==> src/rtl/shz_pkg.sv <==
// Purpose: shared constants for the software high-impedance control block
// Assumes: registers sit in the low byte of 32-bit wishbone words
// Notes:   offsets are byte addresses of aligned words
package shz_pkg;

    // register bus geometry
    localparam int          SHZ_ADR_W     = 4;
    localparam int          SHZ_DAT_W     = 32;
    localparam int          SHZ_PIN_N     = 4;

    // register byte offsets
    localparam logic [3:0]  SHZ_SWREQ_OFS = 4'h0;
    localparam logic [3:0]  SHZ_PINEN_OFS = 4'h4;
    localparam logic [3:0]  SHZ_FLAG_OFS  = 4'h8;

    // field positions
    localparam int          SHZ_CH34_BIT  = 0;
    localparam int          SHZ_CH0_BIT   = 1;
    localparam int          SHZ_RSV_BIT   = 2;
    localparam int          SHZ_FLAG_BIT  = 0;

    // values after reset
    localparam logic        SHZ_REQ_RST   = 1'h0;
    localparam logic [3:0]  SHZ_PINEN_RST = 4'h0;
    localparam logic [3:0]  SHZ_LOCK_RST  = 4'h0;
    localparam logic        SHZ_FLAG_RST  = 1'h0;
    localparam logic        SHZ_PIN_IDLE  = 1'h1;

endpackage : shz_pkg

==> src/rtl/shz_gate_if.sv <==
// Purpose: carries request sources and pin enables to the pin gate
// Assumes: one clock domain, plain combinational wires
// Notes:   ctrl side owns the sources, gate side returns the per-pin result
`timescale 1ns/10ps
interface shz_gate_if;
    import shz_pkg::*;
    logic                 flag;  // external request flag
    logic                 ch0;   // channel-0 software request
    logic [SHZ_PIN_N-1:0] en;    // per-pin high-impedance enables
    logic [SHZ_PIN_N-1:0] hiz;   // per-pin high-impedance request
    modport ctrl (output flag, output ch0, output en, input hiz);
    modport gate (input flag, input ch0, input en, output hiz);
endinterface : shz_gate_if

==> src/rtl/shz_pin_gate.sv <==
// Purpose: per-pin high-impedance request from flag, software bit, enable
// Assumes: sources are register outputs in the same clock domain
// Notes:   purely combinational; the top registers the result for the pins
`timescale 1ns/10ps
module shz_pin_gate
    import shz_pkg::*;
(
    shz_gate_if.gate gi
);

    // either source qualifies every enabled pin alike
    wire any_src = gi.flag | gi.ch0;

    // one gate per pin: enable masks the shared request
    genvar i;
    generate
        for (i = 0; i < SHZ_PIN_N; i++) begin : g_pin
            assign gi.hiz[i] = gi.en[i] & any_src;
        end
    endgenerate

endmodule : shz_pin_gate

==> src/rtl/shz_top.sv <==
// Purpose: software high-impedance requests and write-once pin enables
// Assumes: classic wishbone slave, synchronous inputs, 50 MHz clock
// Notes:   pin outputs lag register changes by one clock (registered pins)
// Contract
// - software request register eight bits, resets zero
// - upper unused bits read zero, write zero
// - request bit 2 writable yet reads zero
// - channel-0 bit one requests channel-0 high impedance
// - writing one sets channel-0 request bit
// - channel-0 bit clears on reset or read-then-write-zero
// - channel 3/4 bit one requests high-current high impedance
// - writing one sets channel 3/4 request bit
// - channel 3/4 bit clears on reset or read-then-write-zero
// - pin enable register eight bits, resets zero
// - enable 3 floats pin d on request
// - enable 2 floats pin c on request
// - enable 1 floats pin b on request
// - enable 0 floats pin a on request
// - each pin enable accepts one write only
// - external flag sets on input falling edge
//
// Implementation choices: the register offsets and register access over Wishbone.
`timescale 1ns/10ps
module shz_top
    import shz_pkg::*;
(
    input  wire logic                 clk_i,
    input  wire logic                 rst_i,
    input  wire logic                 wb_cyc_i,
    input  wire logic                 wb_stb_i,
    input  wire logic                 wb_we_i,
    input  wire logic [SHZ_ADR_W-1:0] wb_adr_i,
    input  wire logic [3:0]           wb_sel_i,
    input  wire logic [SHZ_DAT_W-1:0] wb_dat_i,
    output logic      [SHZ_DAT_W-1:0] wb_dat_o,
    output logic                      wb_ack_o,
    input  wire logic                 ext_hiz_req_n_i,
    input  wire logic [SHZ_PIN_N-1:0] timer_out_i,
    output logic      [SHZ_PIN_N-1:0] timer_pin_o,
    output logic      [SHZ_PIN_N-1:0] timer_pin_oe_o,
    output logic                      chan0_hiz_o,
    output logic                      chan34_hiz_o,
    output logic                      ext_flag_o
);

    // address decode shared by every register
    function automatic logic adr_hit(input logic [SHZ_ADR_W-1:0] adr,
                                     input logic [SHZ_ADR_W-1:0] ofs);
        adr_hit = (adr == ofs);
    endfunction : adr_hit

    // bus state
    logic                 ack_reg;       // answer, high for one cycle
    logic [SHZ_DAT_W-1:0] dat_reg;       // read data held with the answer

    // software request bits and their read-as-one arming
    logic                 ch0_reg;       // channel-0 request
    logic                 ch34_reg;      // channel 3/4 request
    logic                 ch0_seen_reg;  // ch0 was read as one
    logic                 ch34_seen_reg; // ch34 was read as one

    // pin enables and their write-once locks
    logic [SHZ_PIN_N-1:0] en_reg;        // per-pin enables
    logic [SHZ_PIN_N-1:0] lock_reg;      // set once an enable was written

    // external request input and flag
    logic                 ext_prev_reg;  // last sampled input level
    logic                 flag_reg;      // external request flag
    logic                 flag_seen_reg; // flag was read as one

    // registered pin and request outputs
    logic [SHZ_PIN_N-1:0] pin_reg;
    logic [SHZ_PIN_N-1:0] pin_oe_reg;
    logic                 ch0_out_reg;
    logic                 ch34_out_reg;

    // request seen, answer pending or completing
    wire req      = wb_cyc_i & wb_stb_i;
    wire lane0    = wb_sel_i[0];
    // writes and read side effects take hold at the edge that ends ack
    wire wr_fire  = req & wb_we_i & ack_reg & lane0;
    wire rd_fire  = req & ~wb_we_i & ack_reg;

    wire hit_sw   = adr_hit(wb_adr_i, SHZ_SWREQ_OFS);
    wire hit_en   = adr_hit(wb_adr_i, SHZ_PINEN_OFS);
    wire hit_flag = adr_hit(wb_adr_i, SHZ_FLAG_OFS);

    wire wr_sw    = wr_fire & hit_sw;
    wire wr_en    = wr_fire & hit_en;
    wire wr_flag  = wr_fire & hit_flag;
    wire rd_sw    = rd_fire & hit_sw;
    wire rd_flag  = rd_fire & hit_flag;

    wire wr_ch0   = wb_dat_i[SHZ_CH0_BIT];
    wire wr_ch34  = wb_dat_i[SHZ_CH34_BIT];
    wire wr_fl    = wb_dat_i[SHZ_FLAG_BIT];

    // falling edge of the active-low request input
    wire ext_fall = ext_prev_reg & ~ext_hiz_req_n_i;

    // read views: unused and reserved bits fixed at zero
    wire [7:0] sw_view   = {5'h00, 1'h0, ch0_reg, ch34_reg};
    wire [7:0] en_view   = {4'h0, en_reg};
    wire [7:0] flag_view = {7'h00, flag_reg};

    // unmapped addresses read zero and still get an answer
    wire [7:0] rd_byte = hit_sw   ? sw_view :
                         hit_en   ? en_view :
                         hit_flag ? flag_view : 8'h00;

    // clear only after the bit was read as one; a set always wins
    wire ch0_clr  = wr_sw & ~wr_ch0 & ch0_seen_reg;
    wire ch34_clr = wr_sw & ~wr_ch34 & ch34_seen_reg;
    wire ch0_next  = (wr_sw & wr_ch0) | (ch0_reg & ~ch0_clr);
    wire ch34_next = (wr_sw & wr_ch34) | (ch34_reg & ~ch34_clr);
    wire flag_next = ext_fall |
                     (flag_reg & ~(wr_flag & ~wr_fl & flag_seen_reg));

    // arming: set by a read showing one, dropped by any lane-0 write to the same register
    wire ch0_seen_next  = (rd_sw & ch0_reg) | (ch0_seen_reg & ~wr_sw);
    wire ch34_seen_next = (rd_sw & ch34_reg) | (ch34_seen_reg & ~wr_sw);
    wire flag_seen_next = (rd_flag & flag_reg) | (flag_seen_reg & ~wr_flag);

    // a locked enable ignores the write bit and keeps its value
    wire [SHZ_PIN_N-1:0] en_wmask = {SHZ_PIN_N{wr_en}} & ~lock_reg;
    wire [SHZ_PIN_N-1:0] en_next  = (en_wmask & wb_dat_i[SHZ_PIN_N-1:0]) |
                                    (~en_wmask & en_reg);
    wire [SHZ_PIN_N-1:0] lock_next = lock_reg | en_wmask;

    // per-pin gate
    shz_gate_if gate_bus ();
    assign gate_bus.flag = flag_reg;
    assign gate_bus.ch0  = ch0_reg;
    assign gate_bus.en   = en_reg;

    shz_pin_gate u_gate (
        .gi (gate_bus.gate)
    );

    // bus answer: one cycle after the request, dropped the cycle after
    always_ff @(posedge clk_i) begin
        if (rst_i) begin
            ack_reg <= 1'h0;
            dat_reg <= 32'h0000_0000;
        end else begin
            ack_reg <= req & ~ack_reg;
            dat_reg <= {24'h00_0000, rd_byte};
        end
    end

    // software request bits
    always_ff @(posedge clk_i) begin
        if (rst_i) begin
            ch0_reg       <= SHZ_REQ_RST;
            ch34_reg      <= SHZ_REQ_RST;
            ch0_seen_reg  <= 1'h0;
            ch34_seen_reg <= 1'h0;
        end else begin
            ch0_reg       <= ch0_next;
            ch34_reg      <= ch34_next;
            ch0_seen_reg  <= ch0_seen_next;
            ch34_seen_reg <= ch34_seen_next;
        end
    end

    // write-once enables; any rst_i reset, also mid-run, reopens them
    always_ff @(posedge clk_i) begin
        if (rst_i) begin
            en_reg   <= SHZ_PINEN_RST;
            lock_reg <= SHZ_LOCK_RST;
        end else begin
            en_reg   <= en_next;
            lock_reg <= lock_next;
        end
    end

    // external request detection and flag
    always_ff @(posedge clk_i) begin
        if (rst_i) begin
            ext_prev_reg  <= SHZ_PIN_IDLE;
            flag_reg      <= SHZ_FLAG_RST;
            flag_seen_reg <= 1'h0;
        end else begin
            ext_prev_reg  <= ext_hiz_req_n_i;
            flag_reg      <= flag_next;
            flag_seen_reg <= flag_seen_next;
        end
    end

    // pins: registered so outputs are glitch free, at one clock of delay
    always_ff @(posedge clk_i) begin
        if (rst_i) begin
            pin_reg      <= {SHZ_PIN_N{1'h0}};
            pin_oe_reg   <= {SHZ_PIN_N{1'h1}};
            ch0_out_reg  <= 1'h0;
            ch34_out_reg <= 1'h0;
        end else begin
            pin_reg      <= timer_out_i;
            pin_oe_reg   <= ~gate_bus.hiz;
            ch0_out_reg  <= ch0_reg;
            ch34_out_reg <= ch34_reg;
        end
    end

    assign wb_ack_o       = ack_reg;
    assign wb_dat_o       = dat_reg;
    assign timer_pin_o    = pin_reg;
    assign timer_pin_oe_o = pin_oe_reg;
    assign chan0_hiz_o    = ch0_out_reg;
    assign chan34_hiz_o   = ch34_out_reg;
    assign ext_flag_o     = flag_reg;

    // checks: reset values of both registers
    property p_reset_zero;
        @(posedge clk_i) rst_i |=> (!ch0_reg && !ch34_reg && en_reg == 4'h0);
    endproperty
    a_reset_zero: assert property (p_reset_zero)
        else $error("registers not zero after reset");

    // reads of the request register show zero above bit 1
    property p_sw_rsv_read;
        @(posedge clk_i) disable iff (rst_i)
        (req && !ack_reg && !wb_we_i && hit_sw) |=> (wb_dat_o[7:2] == 6'h00);
    endproperty
    a_sw_rsv_read: assert property (p_sw_rsv_read)
        else $error("reserved request bits read nonzero");

    // writing one sets channel-0 request and it appears on its output
    property p_ch0_set;
        @(posedge clk_i) disable iff (rst_i)
        (wr_sw && wr_ch0) |=> ch0_reg ##1 chan0_hiz_o;
    endproperty
    a_ch0_set: assert property (p_ch0_set)
        else $error("channel-0 request not set by write one");

    // armed write of zero clears channel-0 request
    property p_ch0_clr;
        @(posedge clk_i) disable iff (rst_i)
        (wr_sw && !wr_ch0 && ch0_seen_reg) |=> !ch0_reg ##1 !chan0_hiz_o;
    endproperty
    a_ch0_clr: assert property (p_ch0_clr)
        else $error("channel-0 request not cleared");

    // an unarmed write of zero leaves a set channel-0 request alone
    property p_ch0_hold;
        @(posedge clk_i) disable iff (rst_i)
        (ch0_reg && !ch0_seen_reg && wr_sw) |=> ch0_reg;
    endproperty
    a_ch0_hold: assert property (p_ch0_hold)
        else $error("channel-0 request cleared without prior read");

    // channel 3/4 request set and output follow
    property p_ch34_set;
        @(posedge clk_i) disable iff (rst_i)
        (wr_sw && wr_ch34) |=> ch34_reg ##1 chan34_hiz_o;
    endproperty
    a_ch34_set: assert property (p_ch34_set)
        else $error("channel 3/4 request not set by write one");

    // channel 3/4 request clear after read of one
    property p_ch34_clr;
        @(posedge clk_i) disable iff (rst_i)
        (wr_sw && !wr_ch34 && ch34_seen_reg) |=> !ch34_reg;
    endproperty
    a_ch34_clr: assert property (p_ch34_clr)
        else $error("channel 3/4 request not cleared");

    // a locked enable register never changes
    property p_en_lock;
        @(posedge clk_i) disable iff (rst_i)
        (lock_reg == 4'hf) |=> $stable(en_reg);
    endproperty
    a_en_lock: assert property (p_en_lock)
        else $error("locked pin enable changed");

    // first write to the enables lands and locks them
    property p_en_first;
        @(posedge clk_i) disable iff (rst_i)
        (wr_en && lock_reg == 4'h0) |=>
            (en_reg == $past(wb_dat_i[3:0]) && lock_reg == 4'hf);
    endproperty
    a_en_first: assert property (p_en_first)
        else $error("first enable write not taken");

    // a falling input edge raises the flag, then floats enabled pins
    property p_flag_set;
        @(posedge clk_i) disable iff (rst_i)
        ext_fall |=> flag_reg ##1 (timer_pin_oe_o == ~$past(en_reg));
    endproperty
    a_flag_set: assert property (p_flag_set)
        else $error("external edge did not float enabled pins");

    // pins float exactly when enabled and a source is set
    property p_pin_float;
        @(posedge clk_i) disable iff (rst_i)
        (ch0_reg || flag_reg) |=> (timer_pin_oe_o == ~$past(en_reg));
    endproperty
    a_pin_float: assert property (p_pin_float)
        else $error("pin enable state wrong under request");

    // without any source every pin stays driven
    property p_pin_driven;
        @(posedge clk_i) disable iff (rst_i)
        (!ch0_reg && !flag_reg) |=> (timer_pin_oe_o == 4'hf);
    endproperty
    a_pin_driven: assert property (p_pin_driven)
        else $error("pin floated without request");

    // ack lasts one cycle
    property p_ack_pulse;
        @(posedge clk_i) disable iff (rst_i)
        wb_ack_o |=> !wb_ack_o;
    endproperty
    a_ack_pulse: assert property (p_ack_pulse)
        else $error("ack held longer than one cycle");

endmodule : shz_top

==> config.mk <==
export PLATFORM = sky130hd
export DESIGN_NAME = shz_top
export DESIGN_NICKNAME = d
export VERILOG_FILES = /design/src/rtl/shz_pkg.sv /design/src/rtl/shz_gate_if.sv /design/src/rtl/shz_pin_gate.sv /design/src/rtl/shz_top.sv
export SDC_FILE = /design/constraint.sdc
export NUM_CORES = 1
export LEC_CHECK = 0
export BUFFER_PORTS_ARGS = -buffer_cell sky130_fd_sc_hd__buf_4
export CAP_MARGIN = 20
export CORE_MARGIN = 2
export CORE_UTILIZATION = 43
export DETAILED_ROUTE_END_ITERATION = 12
export PLACE_DENSITY_LB_ADDON = 0.25
export SYNTH_ARGS = -nofsm -noshare
export SYNTH_HDL_FRONTEND = slang
export SYNTH_SLANG_ARGS = --single-unit
==> constraint.sdc <==
create_clock -name clk_i -period 3.6 [get_ports clk_i]
set_input_delay 0.72 -clock clk_i [delete_from_list [all_inputs] [get_ports clk_i]]
set_output_delay 0.72 -clock clk_i [all_outputs]
set_load 0.03 [all_outputs]
## Yosys cells after proc, flatten, opt, wreduce, memory -nomap -nowiden

Index checks and enable logic that the tools add are counted.

| storage, ports and cells | value |
|---|---|
| output and inout port bits | 44 |
| bits in registers | 58 |
| bits of input ports | 50 |
| word-level logic and storage cells | 85 |

| cells by class | value |
|---|---|
| reduce and logical (&&, ||, !) cells | 3 |
| equality and inequality tests | 2 |
| multiplexer cells | 3 |
| bitwise operators | 59 |

Operators by type and width:

| operator | count |
|---|---|
| bitwise AND 1 bit | 34 |
| bitwise AND 4 bit | 3 |
| inverter 4 bit | 3 |
| inverter 1 bit | 10 |
| 2-to-1 mux 4 bit | 2 |
| OR 4 bit | 2 |
| OR 1 bit | 7 |
| == test 4 x 3 -> 1 bit (second input constant) | 1 |
| == test 4 bit (second input constant) | 1 |
| zero test 4 bit | 1 |
| OR reduction 3 bit | 1 |
| OR reduction 2 bit | 1 |
| 2-to-1 mux 1 bit | 1 |

## Longest topological paths before layout

| logic depth | value |
|---|---|
| depth in word-level cells | 10 |
| gate-level depth with buffers | 5 |
| gate-level depth less buffers | 3 |

## By module

A second synthesis with hierarchy kept.

| second synthesis, totals | value |
|---|---|
| cell total of the unflattened synthesis | 144 |
| area, all modules | 1332.5 um2 |

Modules (own cells, without submodules):

| module | sequential area each (um2) | cells each | area an instance (um2) | times used |
|---|---|---|---|---|
| shz_top | 600.6 | 140 | 1302.5 | 1 |
| shz_pin_gate | 0.0 | 4 | 30.0 | 1 |

## Worst setup path before layout

Ideal clock, no wire load.

| path | value |
|---|---|
| kind | input-to-reg |
| start point | input port wb_adr_i[3] |
| end point | register lock_reg[0] |
| arrival time | 1921 ps |
| setup time | 68 ps |
| slack | 1611 ps |
| cell stages on the path | 4 |
| data required time | 3532 ps |
| cell sequence | or4b_1 > buf_2 > or3_4 > a21oi_2 |

| on the way | value |
|---|---|
| word-level cells in the longest chain between the ends | 4 |

RTL lines:

| element | RTL line | source |
|---|---|---|
| start, declared | shz_top.sv:32 | `input wire logic [SHZ_ADR_W-1:0] wb_adr_i,` |
| == test 4 x 3 -> 1 bit | shz_top.sv:49 | `adr_hit = (adr == ofs);` |
| bitwise AND 1 bit | shz_top.sv:89 | `wire wr_en = wr_fire & hit_en;` |
| bitwise AND 4 bit | shz_top.sv:125 | `wire [SHZ_PIN_N-1:0] en_wmask = {SHZ_PIN_N{wr_en}} & ~lock_reg;` |
| OR 4 bit | shz_top.sv:128 | `wire [SHZ_PIN_N-1:0] lock_next = lock_reg \| en_wmask;` |
| end signal, assigned | shz_top.sv:173 | `lock_reg <= lock_next;` |
| end, declared | shz_top.sv:64 | `logic [SHZ_PIN_N-1:0] lock_reg;` |

Every way passes these cells.
A chain may end at the register's enable or synchronous reset.

==> impl_metrics.py <==
metrics = {
    "status": {
        "status": "complete, no violations",
    },
    "cells_and_area": {
        "areaGrowthSynthToFinish_pct": 17.9,
        "fin_util_pct": 52.2,
        "fin_area_sq_um": 1550,
        "drive_gt1_share_pct": 27.1,
        "fin_nets": 226,
        "fin_cells": 210,
        "n_antenna_cell": 0,
    },
    "sta": {
        "setup_slack_ns": 1.69,
        "period_minus_slack_ns": 1.91,
        "setup_viol_count_final": 0,
        "hold_ws_ns": 0.402,
        "max_freq_mhz": 523,
        "fin_tns_setup_ns": 0,
        "drv_slew": 0,
        "hold_viol": 0,
        "fin_skew_ns": 0.00316,
        "finalCritPeriodShare_pct": 53.1,
        "rsz0062_at_grt": "false",
    },
    "drt": {
        "num_vias": 956,
        "antenna_left": 0,
        "drc_errors": 0,
        "wl_per_cell_microns": 11.0,
        "drt_first_pass_iters": 4,
        "drt-initial-drc-count": 27,
        "drt-total-wl_microns": 2300,
        "vias_per_cell": 4.55,
    },
    "critical_path": {
        "crit_path_top_delay_cell": "or4b_1",
        "cpPeakStageDelay_ns": 0.66,
        "r2r_end": "flag_seen_reg",
        "worst-r2r-cell-count": 3,
        "cp.required_ns": 3.86,
        "regToRegSetupSlack_ns": 2.09,
        "crit_fanout": 7,
        "critPathCaptureType": "flip-flop",
        "critPathKind": "input port to flip-flop",
        "reg2reg_from": "wb_ack_o",
        "cp_cell_sequence": "buf_4 > or4b_1 > nor4_1 > mux2i_1",
        "startpoint_type": "input port",
        "timing.critical_path.arrival_ns": 2.17,
    },
    "logic_synthesis": {
        "ys_async_sr_fraction_pct": 0,
        "synth_edf_count": 0,
        "synth.ff_latch_count": 30,
        "syn_area_per_cell_sq_um": 9.21,
        "synth_area_sq_um": 1320,
        "ys.flop_type": "dfxtp_1",
        "yosysUniqueCellTypes": 29,
        "synth_cells": 143,
        "ys_warn_count": 0,
        "yosysSeqAreaShare_pct": 45.6,
    },
    "clock_network": {
        "hold_buffers": 0,
        "cts-root-buf": "clkbuf_4",
        "numCtsBuffers": 5,
        "cts_max_level": 2,
        "clockBufferDepth": 2,
        "clock_latency_ns": 0.32,
        "cts.sinks": 30,
        "cts_tree": "built",
        "cts_setup_buffers": 0,
        "cts_resized": 0,
        "cts.clk_slew.worst_paths_ns": 0.09,
    },
    "place": {
        "dp.cells": 202,
        "io_buffers": 34,
        "place_congestion": 0.742,
        "place_area_sq_um": 1480,
        "place_ws_ns": 1.37,
        "hpwl_microns": 1730,
    },
    "power_and_ir_drop": {
        "p_seq_share_pct": 49.7,
        "p_leak_nw": 0.662,
        "p_per_area_nw_per_um2": 439,
        "ir_worst_vdd_v": 0.000243,
        "combPwrFrac_pct": 12.9,
        "p_switching_uw": 178,
        "sw_frac_of_total_pct": 26.1,
        "power_uw": 682,
        "intPower_uw": 504,
        "p_clk_share_pct": 37.4,
    },
    "global_routing": {
        "grt_pass1_wl_microns": 3920,
        "track_usage_pct": 15.3,
        "grt_pass1_vias": 881,
        "antenna_found_initial": 0,
        "overflow": 0,
        "grt_start_max_net_pins": 29,
    },
    "floorplanning": {
        "start_util_pct": 44.2,
        "dieWidth_microns": 59.4,
        "io_pins": 94,
        "rows": 20,
        "core_area_sq_um": 2980,
        "dieArea_sq_um": 3520,
        "die_y_microns": 59.4,
    },
    "min_path": {
        "hp-class": "flip-flop to flip-flop",
        "hold-path-cell-count": 1,
        "hold_end": "timer_pin_oe_o[1]",
    },
    "run": {
        "drv_cap": 0,
    },
}
==> layout by cell type (no fill, tap or decap), types with 2 or more instances in the layout <==
cell / instances
mux2i_1: 4
nor2b_1: 5
nand2_1: 7
nor4_1: 6
o32ai_1: 2
or3_1: 2
a21oi_1: 3
buf_4: 34
a21oi_2: 4
clkbuf_4: 5
conb_1: 28
or4b_1: 3
and2_1: 2
dfxtp_1: 30
nand2b_1: 12
o22ai_1: 3
clkinv_2: 2
inv_1: 11
nor3_1: 3
nor2_1: 3
==> power groups by stage <==
stage	Clock, mW	Sequential (mW)	Combinational (mW)
finish	0.255	0.339	0.0879
global route	0.283	0.339	0.0950
CTS	0.268	0.339	0.0877
detailed placement	0	0.346	0.0875
global placement	0	0.346	0.0870
floorplan	0	0.354	0.0785
==> metal layers <==
metal,global-route usage (%),up-vias,share of wire [%]
met3,6.99,5,9.0
met2,22.6,41,45
met4,6.82,0,1.7
li1,-,486,-
met5,0,-,0
met1,19.1,424,44
==> worst max-delay path by stage <==
stage / end / depth (start not counted) / slack, ns / from
2_1_floorplan: lock_reg[0] / 4 / 1.61 / wb_adr_i[3]
3_3_place_gp: flip-flop / 4 / 1.37 / wb_adr_i[3]
3_5_place_dp: flip-flop / 4 / 1.37 / wb_adr_i[3]
4_1_cts: flip-flop / 4 / 1.71 / wb_adr_i[3]
5_1_grt: flip-flop / 4 / 1.61 / wb_adr_i[3]
6_report: flip-flop / 4 / 1.69 / wb_adr_i[3]
==> synth_stat cells, drive strengths merged (3+ instances only) <==
cell / n / area share (%)
a21oi: 7 / 3.8
buf: 30 / 17
clkbuf: 5 / 1.5
dfxtp: 30 / 46
inv: 11 / 3.1
mux2i: 4 / 3.0
nand2: 7 / 2.0
nand2b: 12 / 5.7
nor2: 3 / 0.85
nor2b: 5 / 2.4
nor3: 3 / 1.1
nor4: 6 / 2.8
o22ai: 3 / 1.4
or3: 3 / 1.8
or4b: 3 / 2.3
==> critical path: cells and delay by family <==
family	cells	cell delay, ns
AND/OR/NAND/NOR	2	1.11
multiplexers	1	0.22
buffers and inverters	1	0.12
==> cells by family (layout without fill, tap and decap cells) <==
logic type / after synthesis / count (layout) / synth area share (%)
mux: 4 / 4 / 3.04
compound gates: 15 / 15 / 8.45
other cells: 1 / 28 / 0.285
buf+inv: 46 / 53 / 21.3
flops: 30 / 30 / 45.6
simple gates: 47 / 47 / 21.4
==> layout make-up <==
class / count / area (sq um)
timing repair buffer: 34 / 255
tap: 33 / 41.3
clock buffer: 5 / 37.5
multi-input combinational: 94 / 538
sequential: 30 / 601
fill: 291 / 1420
clock inverter: 3 / 40.0
inverter: 11 / 41.3
(Power assumes the default switching activity.)
